$ cat src/shared/uwr_pkg.sv
// Shared constants and types for the serial wake receiver
package uwr_pkg;

   // -------------------------------------------------------------
   // Register map (word addresses on the plain register port)
   // -------------------------------------------------------------
   localparam logic [3:0] UWR_ADDR_CTRL = 4'h0;
   localparam logic [3:0] UWR_ADDR_BAUD = 4'h1;
   localparam logic [3:0] UWR_ADDR_STAT = 4'h2;
   localparam logic [3:0] UWR_ADDR_MASK = 4'h3;
   localparam logic [3:0] UWR_ADDR_DATA = 4'h4;
   localparam logic [3:0] UWR_ADDR_RTCP = 4'h5;
   localparam logic [3:0] UWR_ADDR_TXD = 4'h6;

   // -------------------------------------------------------------
   // Control fields
   // -------------------------------------------------------------
   localparam int UWR_CTRL_RXEN = 0;
   localparam int UWR_CTRL_DSPD = 1;
   localparam int UWR_CTRL_SFDE = 2;
   localparam int UWR_CTRL_STBY = 3;
   localparam int UWR_CTRL_RUN_IN_STANDBY = 4;
   localparam int UWR_CTRL_LINKUP = 5;
   localparam int UWR_CTRL_XFER = 6;
   localparam logic [7:0] UWR_CTRL_RESET = 8'h00;

   // Status / mask bit positions
   localparam int UWR_ST_RXC = 0;
   localparam int UWR_ST_RXS = 1;
   localparam int UWR_ST_RTC = 2;
   localparam int UWR_ST_PIN = 3;
   localparam int UWR_ST_FERR = 4;
   localparam int UWR_ST_W = 5;
   localparam logic [4:0] UWR_MASK_RESET = 5'h00;

   // -------------------------------------------------------------
   // Timing: 25 MHz system clock, 38400 baud
   // -------------------------------------------------------------
   localparam int UWR_CLK_HZ = 25000000;
   localparam int UWR_BAUD = 38400;
   localparam int UWR_OVS_NORMAL = 16;
   localparam int UWR_OVS_DOUBLE = 8;
   // Sample period count for 16x oversampling, rounded down
   localparam int UWR_SAMPLE_DIV = UWR_CLK_HZ / (UWR_BAUD * UWR_OVS_NORMAL);
   localparam logic [15:0] UWR_BAUD_RESET = 16'(UWR_SAMPLE_DIV);
   // Wake-up: six peripheral clocks + analog start + four osc cycles
   localparam int UWR_WAKE_CLK_CYC = 6;
   localparam int UWR_OSC_START_NS = 8000;
   localparam int UWR_OSC_EXTRA_CYC = 4;
   localparam int UWR_CLK_NS = 40;
   localparam int UWR_WAKE_CYC = UWR_WAKE_CLK_CYC
      + (UWR_OSC_START_NS + UWR_CLK_NS - 1) / UWR_CLK_NS + UWR_OSC_EXTRA_CYC;
   localparam logic [31:0] UWR_RTC_RESET = 32'h0000FFFF;

   // Receiver states
   typedef enum logic [3:0] {
      UWR_IDLE = 4'b0001,
      UWR_START = 4'b0010,
      UWR_DATA = 4'b0100,
      UWR_STOP = 4'b1000
   } uwr_rx_state_t;

endpackage

$ cat src/hdl/uwr_sync.sv
// Two-flip-flop synchroniser for one pin input
`timescale 1ns/1ps
module uwr_sync
   import uwr_pkg::*;
#(
   parameter logic INIT = 1'b1
)
(
   // Clock and reset
   input wire logic sys_clk,
   input wire logic rstn,
   input wire logic clk_en,
   // Data
   input wire logic din,
   output logic dout
);

   logic meta;

   // First stage feeds only the second stage
   always_ff @(posedge sys_clk or negedge rstn)
   begin
      if (!rstn)
      begin
         meta <= INIT;
         dout <= INIT;
      end
      else if (clk_en)
      begin
         meta <= din;
         dout <= meta;
      end
   end

endmodule

$ cat src/hdl/uwr_wake.sv
// Standby wake sequencer: holds the oscillator-ready delay after a wake
`timescale 1ns/1ps
module uwr_wake
   import uwr_pkg::*;
#(
   parameter int WAKE_CYC = UWR_WAKE_CYC
)
(
   // Clock and reset
   input wire logic sys_clk,
   input wire logic rstn,
   input wire logic clk_en,
   // Control
   input wire logic sleep_req,
   input wire logic wake_evt,
   // Status
   output logic asleep,
   output logic clk_ready
);

   logic [9:0] cnt;
   wire count_done = (cnt == 10'h000);

   // Restart count models clock tree plus oscillator start-up
   always_ff @(posedge sys_clk or negedge rstn)
   begin
      if (!rstn)
      begin
         asleep <= 1'b0;
         cnt <= 10'h000;
         clk_ready <= 1'b1;
      end
      else if (clk_en)
      begin
         if (asleep && wake_evt)
         begin
            asleep <= 1'b0;
            cnt <= 10'(WAKE_CYC);
            clk_ready <= 1'b0;
         end
         else if (!asleep && sleep_req && clk_ready && !wake_evt)
         begin
            asleep <= 1'b1;
            clk_ready <= 1'b0;
         end
         else if (!asleep && !clk_ready)
         begin
            if (count_done)
               clk_ready <= 1'b1;
            else
               cnt <= cnt - 10'h001;
         end
      end
   end

endmodule

$ cat src/hdl/uwr_top.sv
// Serial wake receiver: oversampled start detect, RX, wake sources
//
// How it works
// Sample line at 16x baud, or 8x in double-speed mode.
// Vote start on samples 8,9,10 (normal) or 4,5,6 (double).
// Accept start only if two or three votes are low.
// Rejected start returns to idle, waits next fall, no event.
// Start detect on, start irq off, complete irq on wakes all clocks.
// Receive-complete and start-of-frame share one interrupt line.
// Start-of-frame wakes host from standby; that byte is received.
// Wake takes six clocks plus oscillator start; within six samples.
// Link runs at 38400 bits per second on both ends.
// Periodic counter runs in standby when enabled; overflow wakes.
// Motion pin change wakes the host from standby.
// Module stays low-frequency while indication line is high.
// Module resumes high-frequency when indication line goes low.
// Drive indication low before a transfer, high after it.
// Send data to module only while radio link is up.
// Configuration command enabling dual-frequency goes over serial.
`timescale 1ns/1ps
module uwr_top
   import uwr_pkg::*;
#(
   parameter logic [15:0] BAUD_DIV = UWR_BAUD_RESET,
   parameter logic [31:0] RTC_PERIOD = UWR_RTC_RESET
)
(
   // Clock, reset, enable
   input wire logic sys_clk,
   input wire logic rstn,
   input wire logic clk_en,
   // Register port
   input wire logic [3:0] reg_addr,
   input wire logic [31:0] reg_wdata,
   input wire logic reg_wr,
   input wire logic reg_rd,
   output logic [31:0] reg_rdata,
   // Serial link and pins
   input wire logic serial_rx,
   input wire logic motion_int,
   output logic host_rx_indication,
   // System
   output logic irq,
   output logic asleep,
   output logic tx_req,
   output logic [7:0] tx_byte
);

   // -------------------------------------------------------------
   // Pin synchronisers
   // -------------------------------------------------------------
   logic rx_s;
   logic motion_s;

   uwr_sync #(.INIT(1'b1)) u_sync_rx
   (
      .sys_clk(sys_clk),
      .rstn(rstn),
      .clk_en(clk_en),
      .din(serial_rx),
      .dout(rx_s)
   );

   uwr_sync #(.INIT(1'b1)) u_sync_mot
   (
      .sys_clk(sys_clk),
      .rstn(rstn),
      .clk_en(clk_en),
      .din(motion_int),
      .dout(motion_s)
   );

   // -------------------------------------------------------------
   // Registers
   // -------------------------------------------------------------
   logic [7:0] ctrl;
   logic [15:0] baud_div;
   logic [4:0] status;
   logic [4:0] mask;
   logic [7:0] rx_data;
   logic [31:0] rtc_period;
   logic [31:0] rtc_cnt;
   logic rx_prev;
   logic motion_prev;

   wire dspd = ctrl[UWR_CTRL_DSPD];
   wire sfde = ctrl[UWR_CTRL_SFDE];
   wire rx_en = ctrl[UWR_CTRL_RXEN];
   wire link_up = ctrl[UWR_CTRL_LINKUP];
   wire xfer = ctrl[UWR_CTRL_XFER];

   // Register decode
   wire wr_ctrl = reg_wr && (reg_addr == UWR_ADDR_CTRL);
   wire wr_baud = reg_wr && (reg_addr == UWR_ADDR_BAUD);
   wire wr_stat = reg_wr && (reg_addr == UWR_ADDR_STAT);
   wire wr_mask = reg_wr && (reg_addr == UWR_ADDR_MASK);
   wire wr_rtcp = reg_wr && (reg_addr == UWR_ADDR_RTCP);
   wire wr_txd = reg_wr && (reg_addr == UWR_ADDR_TXD);

   // -------------------------------------------------------------
   // Wake sequencer
   // -------------------------------------------------------------
   logic wake_evt;
   logic clk_ready;
   logic sleep_now;

   uwr_wake #(.WAKE_CYC(UWR_WAKE_CYC)) u_wake
   (
      .sys_clk(sys_clk),
      .rstn(rstn),
      .clk_en(clk_en),
      .sleep_req(ctrl[UWR_CTRL_STBY]),
      .wake_evt(wake_evt),
      .asleep(sleep_now),
      .clk_ready(clk_ready)
   );

   // -------------------------------------------------------------
   // Sample tick divider
   // -------------------------------------------------------------
   logic [15:0] div_cnt;
   wire tick = (div_cnt == 16'h0000);
   // Receiver keeps sampling while asleep only if start detect is on
   wire rx_live = rx_en && (!sleep_now || sfde);

   always_ff @(posedge sys_clk or negedge rstn)
   begin
      if (!rstn)
         div_cnt <= 16'h0000;
      else if (clk_en)
         div_cnt <= tick ? baud_div : div_cnt - 16'h0001;
   end

   // -------------------------------------------------------------
   // Receive state machine
   // -------------------------------------------------------------
   uwr_rx_state_t state;
   uwr_rx_state_t next_state;
   logic [3:0] smp;
   logic [2:0] bitn;
   logic [2:0] votes;
   logic [7:0] shreg;

   // Samples per bit and vote window depend on speed mode
   wire [3:0] smp_last = dspd ? 4'(UWR_OVS_DOUBLE - 1)
                              : 4'(UWR_OVS_NORMAL - 1);
   wire [3:0] vote_a = dspd ? 4'h3 : 4'h7;
   wire [3:0] vote_c = dspd ? 4'h5 : 4'h9;
   wire in_vote = (smp >= vote_a) && (smp <= vote_c);
   wire [1:0] low_cnt = 2'(!votes[0]) + 2'(!votes[1]) + 2'(!votes[2]);
   wire bit_low = (low_cnt >= 2'h2);
   wire start_fall = rx_prev && !rx_s;
   wire at_end = tick && (smp == smp_last);
   wire start_ok = (state == UWR_START) && at_end && bit_low;
   wire start_bad = (state == UWR_START) && at_end && !bit_low;
   wire byte_done = (state == UWR_STOP) && at_end;

   always_comb
   begin
      next_state = state;
      case (state)
         UWR_IDLE:
            if (rx_live && start_fall)
               next_state = UWR_START;
         UWR_START:
            if (start_ok)
               next_state = UWR_DATA;
            else if (start_bad)
               next_state = UWR_IDLE;
         UWR_DATA:
            if (at_end && bitn == 3'h7)
               next_state = UWR_STOP;
         UWR_STOP:
            if (at_end)
               next_state = UWR_IDLE;
         default:
            next_state = UWR_IDLE;
      endcase
      if (!rx_live)
         next_state = UWR_IDLE;
   end

   // Sample counter, votes and shift register
   always_ff @(posedge sys_clk or negedge rstn)
   begin
      if (!rstn)
      begin
         state <= UWR_IDLE;
         smp <= 4'h0;
         bitn <= 3'h0;
         votes <= 3'h7;
         shreg <= 8'h00;
         rx_prev <= 1'b1;
      end
      else if (clk_en)
      begin
         rx_prev <= rx_s;
         state <= next_state;
         if (state == UWR_IDLE)
         begin
            smp <= 4'h0;
            bitn <= 3'h0;
         end
         else if (tick)
         begin
            if (in_vote)
               votes <= {votes[1:0], rx_s};
            smp <= (smp == smp_last) ? 4'h0 : smp + 4'h1;
            if (at_end && state == UWR_DATA)
            begin
               shreg <= {bit_low ? 1'b0 : 1'b1, shreg[7:1]};
               bitn <= bitn + 3'h1;
            end
         end
      end
   end

   // -------------------------------------------------------------
   // Events, status, interrupt, wake
   // -------------------------------------------------------------
   wire rtc_ovf = (rtc_cnt == 32'h00000000);
   wire rtc_run = !sleep_now || ctrl[UWR_CTRL_RUN_IN_STANDBY];
   wire motion_evt = motion_prev != motion_s;
   wire sof_evt = start_fall && (state == UWR_IDLE) && rx_live
                  && sleep_now && sfde;
   wire frame_err = byte_done && !bit_low ? 1'b0 : byte_done && bit_low;
   logic [4:0] evt;
   assign evt[UWR_ST_RXC] = byte_done && !bit_low;
   assign evt[UWR_ST_RXS] = sof_evt;
   assign evt[UWR_ST_RTC] = rtc_ovf && rtc_run && clk_en;
   assign evt[UWR_ST_PIN] = motion_evt;
   assign evt[UWR_ST_FERR] = frame_err;
   // Start and complete share one line; the start flag still wakes
   assign wake_evt = sof_evt || rtc_ovf && rtc_run || motion_evt;

   always_ff @(posedge sys_clk or negedge rstn)
   begin
      if (!rstn)
      begin
         status <= 5'h00;
         rtc_cnt <= RTC_PERIOD;
         motion_prev <= 1'b1;
         rx_data <= 8'h00;
      end
      else if (clk_en)
      begin
         motion_prev <= motion_s;
         // Set wins over a write-one clear in the same cycle
         status <= (status & ~(wr_stat ? reg_wdata[4:0] : 5'h00)) | evt;
         if (rtc_run)
            rtc_cnt <= rtc_ovf ? rtc_period : rtc_cnt - 32'h00000001;
         if (evt[UWR_ST_RXC])
            rx_data <= shreg;
      end
   end

   // -------------------------------------------------------------
   // Software registers and outputs
   // -------------------------------------------------------------
   always_ff @(posedge sys_clk or negedge rstn)
   begin
      if (!rstn)
      begin
         ctrl <= UWR_CTRL_RESET;
         baud_div <= BAUD_DIV;
         mask <= UWR_MASK_RESET;
         rtc_period <= RTC_PERIOD;
         reg_rdata <= 32'h00000000;
         irq <= 1'b0;
         asleep <= 1'b0;
         host_rx_indication <= 1'b1;
         tx_req <= 1'b0;
         tx_byte <= 8'h00;
      end
      else if (clk_en)
      begin
         if (wr_ctrl)
            ctrl <= reg_wdata[7:0];
         else if (wake_evt)
            ctrl[UWR_CTRL_STBY] <= 1'b0;
         if (wr_baud)
            baud_div <= reg_wdata[15:0];
         if (wr_mask)
            mask <= reg_wdata[4:0];
         if (wr_rtcp)
            rtc_period <= reg_wdata;
         // One shared line, gated by the mask: start irq masked off
         irq <= |(status & mask) && clk_ready;
         asleep <= sleep_now;
         // Low opens the module's receive path for a transfer
         host_rx_indication <= !(xfer && link_up);
         // Data only while the radio link is up; config via same path
         tx_req <= wr_txd && link_up && xfer;
         if (wr_txd)
            tx_byte <= reg_wdata[7:0];
         reg_rdata <= 32'h00000000;
         if (reg_rd)
         begin
            case (reg_addr)
               UWR_ADDR_CTRL: reg_rdata <= {24'h000000, ctrl};
               UWR_ADDR_BAUD: reg_rdata <= {16'h0000, baud_div};
               UWR_ADDR_STAT: reg_rdata <= {27'h0000000, status};
               UWR_ADDR_MASK: reg_rdata <= {27'h0000000, mask};
               UWR_ADDR_DATA: reg_rdata <= {24'h000000, rx_data};
               UWR_ADDR_RTCP: reg_rdata <= rtc_period;
               default: reg_rdata <= 32'h00000000;
            endcase
         end
      end
   end

   // -------------------------------------------------------------
   // Checks
   // -------------------------------------------------------------
   reject_idle_a: assert property (@(posedge sys_clk) disable iff (!rstn)
      clk_en && start_bad |=> state == UWR_IDLE)
      else $error("rejected start did not return to idle");

   reject_quiet_a: assert property (@(posedge sys_clk)
      disable iff (!rstn) start_bad |-> !evt[UWR_ST_RXC])
      else $error("rejected start raised receive event");

   // Majority worked out from the vote bits, not from the adder
   vote_major_a: assert property (@(posedge sys_clk) disable iff (!rstn)
      start_ok |-> (!votes[0] && !votes[1]) || (!votes[0] && !votes[2])
         || (!votes[1] && !votes[2]))
      else $error("start accepted without majority");

   // Window sits on the middle three samples of the bit
   vote_window_a: assert property (@(posedge sys_clk) disable iff (!rstn)
      tick && in_vote && state != UWR_IDLE |-> (dspd
         ? (smp >= 4'(UWR_OVS_DOUBLE / 2 - 1)
            && smp <= 4'(UWR_OVS_DOUBLE / 2 + 1))
         : (smp >= 4'(UWR_OVS_NORMAL / 2 - 1)
            && smp <= 4'(UWR_OVS_NORMAL / 2 + 1))))
      else $error("vote outside window");

   sample_wrap_a: assert property (@(posedge sys_clk) disable iff (!rstn)
      state != UWR_IDLE |-> smp <= (dspd ? 4'h7 : 4'hF))
      else $error("sample count beyond oversampling");

   shared_irq_a: assert property (@(posedge sys_clk) disable iff (!rstn)
      clk_en && status[UWR_ST_RXC] && mask[UWR_ST_RXC] && clk_ready
      |=> irq)
      else $error("receive complete did not raise line");

   sof_wake_a: assert property (@(posedge sys_clk) disable iff (!rstn)
      clk_en && sof_evt |=> !sleep_now)
      else $error("start of frame did not wake");

   // Six sample periods of the default divider
   wake_time_a: assert property (@(posedge sys_clk) disable iff (!rstn)
      clk_en && sof_evt |-> ##[1:246] clk_ready)
      else $error("wake took too long");

   ind_low_a: assert property (@(posedge sys_clk) disable iff (!rstn)
      tx_req |-> !host_rx_indication)
      else $error("transfer with indication high");

endmodule

$ cat config.mk
export PLATFORM = sky130hd
export DESIGN_NAME = uwr_top
export DESIGN_NICKNAME = d
export VERILOG_FILES = /design/src/shared/uwr_pkg.sv /design/src/hdl/uwr_sync.sv /design/src/hdl/uwr_wake.sv /design/src/hdl/uwr_top.sv
export SDC_FILE = /design/constraint.sdc
export NUM_CORES = 1
export LEC_CHECK = 0
export ABC_AREA = 0
export BUFFER_PORTS_ARGS = -buffer_cell sky130_fd_sc_hd__buf_2
export CORE_ASPECT_RATIO = 0.5
export CORE_MARGIN = 5
export CORE_UTILIZATION = 60
export CTS_CLUSTER_DIAMETER = 50
export DETAILED_ROUTE_END_ITERATION = 6
export PLACE_DENSITY = 0.8
export RECOVER_POWER = 100
export SLEW_MARGIN = 20
export SYNTH_ARGS = -nofsm -noshare
export SYNTH_HDL_FRONTEND = slang
export SYNTH_HIERARCHICAL = 1
export SYNTH_SLANG_ARGS = --single-unit
$ cat constraint.sdc
create_clock -name sys_clk -period 3.94 [get_ports sys_clk]
set_input_delay 0.788 -clock sys_clk [delete_from_list [all_inputs] [get_ports sys_clk]]
set_output_delay 0.788 -clock sys_clk [all_outputs]
set_load 0.01 [all_outputs]
==> run_results.csv, run 1 <==
group,metric,value,unit
outcome,status,"complete, but fails checks",
outcome,violations,"capacitance limit, slew limit",
pwr,switching_share,29.5,%
global_route,grt_pass1_vias,7862,
clock_tree,clk_latency,0.50,ns
synth,syn-mean-instance-area,11.1,um2
synth,yosysUniqueCellTypes,85,
pwr,clkPwrFrac,34.1,%
synth,synth_ff_type,"dfrtp_1",
synth,synth_seq_area_share,51.0,%
clock_tree,cts_resized,0,
drt,remaining_drc_errors,0,
critical_path,path_max_fanout,16,
floorplan,core,16600,um2
pwr,p_int,4.15,mW
pwr,leakage,4.86,nW
synth,yosysWarnings,6,
synth,synth_edf_count,0,
global_route,antenna_found_initial,0,
floorplan,rows,33,
placed_design,dp.final_hpwl,16.9,mm
global_route,grt_start_max_net_pins,77,
floorplan,dieArea,19900,um2
cells_and_area,fin_nets,1054,
drt,vias,8000,
pwr,powerDensity,516,nW/um2
placed_design,gp_congestion,0.947,
sta,period_share,83.8,%
pwr,p_total,5.89,mW
sta,maxClockFrequency,303,MHz
drt,drt_iter0_markers,818,
sta,period_minus_slack,3.30,ns
critical_path,worstPathRequired,4.31,ns
synth,ys_async_sr_fraction,100,%
sta,grt_setup_unrepaired,"no",
cells_and_area,n_fill_cell,1220,
sta,drv_slew,76,
cells_and_area,drive_above_1_share,24.2,%
clock_tree,htree_levels,1,
synth,synth.top_cells.by_area,"dfrtp_1, dfstp_2, mux2_2",
sta,tns,0,ns
synth,yosys.area.top_type_share,39.2,%
synth,synth_seq_cells,206,
clock_tree,cts.hold.buffers_added,0,
run,maxCapViolations,1,
cells_and_area,area_growth,11.6,%
worst_hold_path,hold_path.class,"reg2reg",
pwr,seqPwrFrac,49.4,%
sta,hold_ws,0.491,ns
pwr,p_comb_share,16.5,%
drt,avgRoutedWirePerCell,19.9,um
sta,hold_viol_final,0,
clock_tree,cts.sinks,206,
synth,yosysTopAreaCell,"dfrtp_1",
placed_design,place_area,10900,um2
global_route,grtUsageTotal,25.0,%
clock_tree,cts_setup_buffers,0,
clock_tree,cts_buffers,20,
pwr,power.switching,1.73,mW
cells_and_area,final_cells,1239,
sta,finalClockSkew,0.0150,ns
critical_path,crit_path_start_kind,"input pin",
placed_design,io_buffers,86,
critical_path,worstPathArrival,3.68,ns
clock_tree,cts.path.max_buffers,3,
clock_tree,clkTransAtPathRegs,0.07,ns
global_route,overflow,0,
sta,tightest_slew,1.87,ns
sta,maxSlewHeadroom,-24.5,%
drt,totalWireLength,24.7,mm
critical_path,worst-setup-path-type,"in2reg",
floorplan,die_h,102,um
global_route,grt_pass1_wl,40.9,mm
floorplan,die-width,195,um
placed_design,dpl.cell_count,1203,
pwr,peakVddDrop,0.000275,V
floorplan,start_util,61.7,%
sta,setup_viol,0,
synth,syn_inst,922,
drt,vias_per_cell,6.46,
clock_tree,cts_root_buf,"clkbuf_16",
floorplan,ios,87,
cells_and_area,design_area,11400,um2
drt,ant_nets,0,
cells_and_area,final_util,68.9,%
cells_and_area,antenna_cells,0,
sta,fin_ws,0.637,ns
drt,first_pass_iters,7,
clock_tree,tritoncts,"yes",
placed_design,dp_slack,0.940,ns
synth,synth_area,10200,um2
critical_path,end_kind,"register",
synth,syn_nets,978,
-- worst max-delay path: stages --
cell      delay, ns
clkbuf_1       0.25
or2_0          0.43
nor3b_1        0.24
clkbuf_1       0.53
nor2b_1        0.21
clkbuf_1       0.79
mux2_2         0.43
-- placed cells by master (no fill, tap or decap), drive strengths merged, types with 22 or more instances in the layout --
master	count
a21oi	34
dfrtp	160
o2bb2ai	28
nor2	39
inv	44
o21ai	50
nor3	33
mux2	104
a22o	22
a22oi	34
buf	44
nand2	59
clkbuf	87
nand3	22
dfstp	46
-- final cells by class --
cell class / count / area, um2 / area share, %
sequential: 206 / 5210 / 45.7
multi-input combinational: 626 / 4600 / 40.3
clock buffer: 31 / 613 / 5.38
timing repair buffer: 100 / 458 / 4.01
tap: 227 / 284 / 2.49
inverter: 44 / 165 / 1.45
clock inverter: 5 / 75.1 / 0.658
-- flip-flops by register name (all words and copies together), names as in the netlist, 3 cells and up --
signal      cells
ctrl            8
reg_rdata      32
tx_byte         8
rtc_period     32
bitn            3
rtc_cnt        32
baud_div       16
status          5
u_wake/cnt     10
rx_data         8
div_cnt        16
shreg           8
mask            5
state           4
smp             4
votes           3
-- worst paths after layout --
check,start,cells after the start,slack [ns],end
max,reg_addr[2],7,0.64,baud_div[14]
max reg2reg,rtc_cnt[14],8,0.65,u_wake/cnt[8]
min reg2reg,votes[2],2,0.49,votes[2]
min in group asynchronous,rstn,1,0.81,shreg[1]
max in group asynchronous,rstn,2,1.34,reg_rdata[31]
min,votes[2],2,0.49,votes[2]
-- cell usage after synthesis (8+ instances only) --
cell / instances
a21oi_1: 34
a22o_1: 21
a22oi_1: 33
a2bb2oi_1: 11
buf_2: 11
clkbuf_1: 31
dfrtp_1: 160
dfstp_2: 46
ha_1: 13
inv_1: 44
mux2_2: 101
mux2i_1: 8
nand2_1: 59
nand3_1: 22
nand4_1: 11
nor2_1: 39
nor2b_1: 9
nor3_1: 29
nor4_1: 15
o21ai_0: 43
o22ai_1: 9
o2bb2ai_1: 28
o31ai_1: 8
-- power groups by stage --
| stage | logic (mW) | clock network, mW | registers [mW] |
|---|---|---|---|
| global placement | 0.930 | 0 | 2.90 |
| detailed placement | 0.977 | 0 | 2.92 |
| finish | 0.970 | 2.01 | 2.91 |
| floorplan | 0.727 | 0 | 2.79 |
| global route | 1.08 | 2.15 | 2.96 |
| CTS | 0.986 | 2.05 | 2.89 |
-- cell families (layout without fill, tap and decap cells) --
family	after synthesis	count (layout)	share of synthesized area, %
AO/OA/AOI/OAI	243	243	17.2
XOR/XNOR	4	4	0.343
adder cells (fa/ha/maj)	13	13	1.59
buffers and inverters	90	180	3.53
flip-flops	206	206	51.0
multiplexers	112	112	12.2
AND/OR/NAND/NOR	254	254	14.1
-- layer usage --
layer,GRT usage [%],routed length (um),vias up
li1,-,-,3647
met1,35.6,11200,3998
met2,40.5,11200,313
met3,5.50,1840,42
met4,4.86,438,0
met5,0,0,-
Power figures use the tool's default switching activity.
==> run 2, diff against run 1 <==
Settings changed: CORE_UTILIZATION 60 to 54, PLACE_DENSITY 0.8 to 0.76.
Clock period 3.94 ns to 2.7 ns, I/O delays scaled along.
==> run_results.csv, run 2 (same netlist as run 1, synthesis figures left out) <==
group,metric,value,unit
sta,period_share,95.1,%
global_route,grt_start_max_net_pins,76,
pwr,leakage,4.99,nW
global_route,use_met3,3.34,%
cells_and_area,drive_above_1_share,26.5,%
sta,hold_viol_final,0,
sta,maxClockFrequency,389,MHz
placed_design,gp_congestion,0.872,
outcome,status,"complete, but fails checks",
floorplan,start_util,55.3,%
floorplan,die-width,205,um
sta,period_minus_slack,2.57,ns
global_route,antenna_found_initial,0,
global_route,grtUsageTotal,23.2,%
clock_tree,cts.path.max_buffers,3,
pwr,clkPwrFrac,32.6,%
pwr,powerDensity,731,nW/um2
sta,grt_setup_unrepaired,"no",
cells_and_area,design_area,11700,um2
drt,drt_iter0_markers,638,
sta,setup_viol,0,
pwr,seqPwrFrac,49.6,%
pwr,peakVddDrop,0.000377,V
critical_path,crit_path_start_kind,"register",
worst_hold_path,hold_path.class,"in2reg",
placed_design,place_area,11200,um2
clock_tree,tritoncts,"yes",
pwr,power.switching,2.56,mW
sta,drv_slew,74,
cells_and_area,mostFrequentLayoutCell,"dfrtp_1",
global_route,grt_pass1_vias,7867,
pwr,switching_share,30.0,%
cells_and_area,fin_nets,1081,
critical_path,worstPathRequired,3.12,ns
critical_path,worst-setup-path-type,"reg2reg",
global_route,met1_usage,33.1,%
clock_tree,cts.sinks,206,
sta,maxSlewHeadroom,-35.4,%
cells_and_area,area_growth,14.3,%
floorplan,die_h,107,um
clock_tree,htree_levels,1,
pwr,p_comb_share,17.7,%
cells_and_area,mostFrequentLayoutCells,"dfrtp_1, mux2_2, clkbuf_1, nand2_1, dfstp_2",
pwr,p_int,5.98,mW
placed_design,dp.final_hpwl,17.7,mm
critical_path,worstPathArrival,2.98,ns
drt,remaining_drc_errors,0,
sta,tns,0,ns
drt,totalWireLength,25.6,mm
floorplan,core,18500,um2
placed_design,io_buffers,86,
global_route,gr-max-usage-layer,"met2",
floorplan,dieArea,21900,um2
sta,finalClockSkew,0.0178,ns
cells_and_area,top_regs,"reg_rdata: 32 flops, rtc_cnt: 32 flops, rtc_period: 32 flops",
clock_tree,clkTransAtPathRegs,0.07,ns
critical_path,path_max_fanout,8,
floorplan,ios,87,
run,maxCapViolations,1,
global_route,met2_usage,37.9,%
global_route,grt_pass1_wl,41.6,mm
drt,vias_per_cell,6.18,
drt,vias,8018,
drt,first_pass_iters,5,
drt,ant_nets,0,
drt,avgRoutedWirePerCell,19.7,um
sta,tightest_slew,2.03,ns
clock_tree,cts_root_buf,"clkbuf_16",
global_route,overflow,0,
clock_tree,cts_buffers,19,
clock_tree,clk_latency,0.50,ns
outcome,violations,"capacitance limit, slew limit",
critical_path,end_kind,"register",
floorplan,rows,35,
cells_and_area,antenna_cells,0,
==> run 2: timing repair <==
| action | 4_1_cts | 5_1_grt |
|---|---|---|
| hold buffers | 0 | 0 |
| setup buffers | 0 | 1 |
| cloned | 0 | 0 |
| pin swaps | 0 | 1 |
| setup endpoints to repair | 2 | 2 |
| gates resized for setup | 3 | 4 |
==> run 2: final timing paths <==
path	from	end	slack [ns]	depth (start not counted)
hold / removal	motion_int	u_sync_mot/meta	0.28	2
max in group asynchronous	rstn	u_wake/cnt[0]	0.66	2
setup / recovery	rtc_cnt[27]	u_wake/cnt[5]	0.13	8
hold reg to reg	votes[2]	votes[2]	0.49	2
setup reg to reg	rtc_cnt[27]	u_wake/cnt[5]	0.13	8
min in group asynchronous	rstn	state[2]	0.60	1
==> run 2: power by group through the flow <==
stage | logic, mW | clock network, mW | registers, mW
2_1_floorplan | 1.08 | 0 | 4.08
3_3_place_gp | 1.47 | 0 | 4.24
3_5_place_dp | 1.53 | 0 | 4.28
4_1_cts | 1.54 | 2.83 | 4.23
5_1_grt | 1.68 | 2.96 | 4.31
6_report | 1.51 | 2.79 | 4.24
==> run 2: per-layer routing <==
layer / vias to the layer above / wire (um)
met2: 210 / 12000
met1: 4072 / 11800
met5: - / 0
met4: 0 / 465
li1: 3700 / -
met3: 36 / 1310
==> run 2: area by class of cell <==
cell class	instances	area (um2)
fill	1482	6800
sequential	206	5210
multi-input combinational	626	4660
timing repair buffer	128	684
clock buffer	28	549
tap	259	324
inverter	44	165
clock inverter	6	88.8
==> run 2: critical path, cell delays in order (launching register included) <==
cell,delay [ns]
dfrtp_1,0.46
nor4_2,0.41
and4_1,0.29
nand4_1,0.18
nand2_1,0.14
and2_4,0.21
o2111ai_2,0.17
or3_2,0.48
a21oi_1,0.15
==> run 2: metrics by stage <==
step | power, mW | worst slack [ns] | cells | util [%] | hold WS (ns)
4_1_cts | 8.60 | 0.0472 | 1296 | 64.0 | 0.0814
2_1_floorplan | 5.16 | 0.0829 | 922 | - | 0.244
6_report | 8.54 | 0.133 | 1297 | 63.2 | 0.276
5_1_grt | 8.96 | 0.0341 | 1297 | 63.2 | 0.267
3_3_place_gp | 5.70 | 0.0743 | 1262 | 60.5 | 0.468
3_5_place_dp | 5.81 | -0.0684 | 1262 | 60.5 | 0.471
==> run 3, diff against run 2 <==
--- a/config.mk
+++ b/config.mk
@@ -7,11 +7,11 @@
 export LEC_CHECK = 0
 export ABC_AREA = 0
-export BUFFER_PORTS_ARGS = -buffer_cell sky130_fd_sc_hd__buf_2
 export CORE_ASPECT_RATIO = 0.5
 export CORE_MARGIN = 5
-export CORE_UTILIZATION = 54
+export CORE_UTILIZATION = 64
 export CTS_CLUSTER_DIAMETER = 50
 export DETAILED_ROUTE_END_ITERATION = 6
-export PLACE_DENSITY = 0.76
+export DONT_BUFFER_PORTS = 1
+export PLACE_DENSITY = 0.8
 export RECOVER_POWER = 100
 export SLEW_MARGIN = 20
==> constraint.sdc (replaced) <==
create_clock -name sys_clk -period 2.5 [get_ports sys_clk]
set_input_delay 0.5 -clock sys_clk [delete_from_list [all_inputs] [get_ports sys_clk]]
set_output_delay 0.5 -clock sys_clk [all_outputs]
set_load 0.005 [all_outputs]
==> run_results.csv, run 3 (same netlist as run 1, synthesis figures left out) <==
group,metric,value,unit
placed_design,io_buffers,0,
critical_path,worstPathArrival,2.78,ns
cells_and_area,regArea,5210,um2
pwr,powerDensity,799,nW/um2
sta,finalClockSkew,0.0111,ns
floorplan,dieArea,18700,um2
sta,setup_viol,0,
critical_path,endpoint,"rtc_cnt[22]",
cells_and_area,drive_above_1_share,25.6,%
critical_path,path_max_fanout,11,
global_route,grtUsageTotal,25.8,%
critical_path,r2r_start,"rtc_cnt[28]",
drt,ant_nets,0,
cells_and_area,fin_nets,999,
global_route,grt_start_max_net_pins,207,
clock_tree,clkTransAtPathRegs,0.07,ns
global_route,antenna_found_initial,0,
floorplan,start_util,65.8,%
clock_tree,cts.sinks,206,
sta,tns,0,ns
clock_tree,tritoncts,"yes",
sta,drv_slew,33,
drt,vias,7871,
cells_and_area,area_growth,10.2,%
global_route,grt_pass1_vias,7674,
global_route,grt_pass1_wl,40.1,mm
sta,maxSlewHeadroom,-5.96,%
cells_and_area,mostFrequentLayoutCells,"dfrtp_1, mux2_2, nand2_1, dfstp_2",
critical_path,rrSetupSlack,0.07,ns
cells_and_area,design_area,11300,um2
clock_tree,clk_latency,0.49,ns
critical_path,cp-startpoint,"rtc_cnt[28]",
clock_tree,cts_buffers,19,
critical_path,worstPathRequired,2.85,ns
placed_design,gp_congestion,0.922,
sta,tightest_slew,1.59,ns
drt,vias_per_cell,6.79,
clock_tree,htree_levels,1,
cells_and_area,mostFrequentLayoutCell,"dfrtp_1",
drt,remaining_drc_errors,0,
pwr,leakage,4.80,nW
floorplan,die-width,189,um
run,maxCapViolations,1,
global_route,overflow,0,
floorplan,rows,32,
drt,first_pass_iters,7,
cells_and_area,multi_input_area,4690,um2
worst_hold_path,hold_path.class,"in2async",
cells_and_area,antenna_cells,0,
critical_path,worst-setup-path-type,"reg2reg",
drt,drt_iter0_markers,746,
sta,period_share,97.3,%
pwr,peakVddDrop,0.000558,V
cells_and_area,top_regs,"reg_rdata: 32 flops, rtc_cnt: 32 flops, rtc_period: 32 flops",
pwr,p_total,8.99,mW
clock_tree,cts.path.max_buffers,3,
critical_path,end_kind,"register",
cells_and_area,n_fill_cell,1052,
floorplan,ios,87,
outcome,violations,"hold timing, capacitance limit, slew limit",
floorplan,core,15500,um2
placed_design,dp.final_hpwl,16.8,mm
sta,grt_setup_unrepaired,"yes",
sta,hold_viol_final,160,
drt,totalWireLength,24.5,mm
clock_tree,cts_root_buf,"clkbuf_16",
sta,maxClockFrequency,411,MHz
sta,hold_ws,-0.288,ns
floorplan,die_h,99.4,um
critical_path,rr_worst_depth,7,
critical_path,r2r-end,"rtc_cnt[22]",
placed_design,place_area,10600,um2
drt,avgRoutedWirePerCell,21.1,um
outcome,status,"complete, but fails checks",
sta,period_minus_slack,2.43,ns
critical_path,crit_path_start_kind,"register",
run 3: changes by cell type in the layout (fill, tap and decap cells not counted), moves of 4 or more:
cell / delta
buf_12: -4
buf_2: -39
buf_4: +15
clkbuf_1: -47
clkbuf_2: -7
run 3: what timing repair did:
action,4_1_cts,5_1_grt
buffers inserted,0,1
hold endpoints to repair,206,206
pin swaps,0,4
setup endpoints to repair,3,11
resized for setup,3,8
cloned,0,0
run 3: critical path, cell delays in order, from the launching register on:
cell     delay [ns]
dfrtp_1        0.39
buf_4          0.15
or4_1          0.53
or4_4          0.55
nor3_4         0.14
buf_4          0.20
mux2i_1        0.22
o21ai_0        0.10
run 3: worst min-delay path by stage:
stage	from	endpoint	slack, ns	cells after the start
floorplan	rstn	asleep	0.20	0
global placement	rstn	reg_rdata[24]	0.21	0
detailed placement	rstn	reg_rdata[30]	0.21	0
CTS	rstn	reg_rdata[31]	-0.30	0
global route	rstn	reg_rdata[28]	-0.31	0
finish	rstn	reg_rdata[30]	-0.29	0
run 3: layer usage:
| layer | vias up | GRT usage, % | wire (um) |
|---|---|---|---|
| li1 | 3526 | - | - |
| met1 | 3947 | 36.6 | 10900 |
| met2 | 341 | 40.4 | 11100 |
| met5 | - | 0 | 0 |
| met3 | 57 | 5.86 | 1920 |
| met4 | 0 | 8.06 | 634 |
run 3: stage by stage:
stage | worst slack [ns] | utilization [%] | instances
final | 0.0684 | 72.5 | 1160
after floorplan | 0.0177 | - | 922
after detailed placement | -0.0728 | 68.5 | 1125
after CTS | 0.0397 | 72.6 | 1159
after global routing | -0.0449 | 72.5 | 1160
after global placement | 0.00651 | 68.5 | 1125
run 3: report_power, final:
group	switching, mW	internal, mW	total, mW
registers	0.651	3.95	4.61
logic	0.716	0.750	1.47
clock network	1.23	1.69	2.92
total	2.60	6.40	8.99
run 3: layout make-up:
type / count / area share [%]
timing repair buffer: 46 / 2.76
multi-input combinational: 626 / 41.7
sequential: 206 / 46.3
tap: 204 / 2.27
clock inverter: 4 / 0.433
clock buffer: 30 / 5.12
inverter: 44 / 1.47
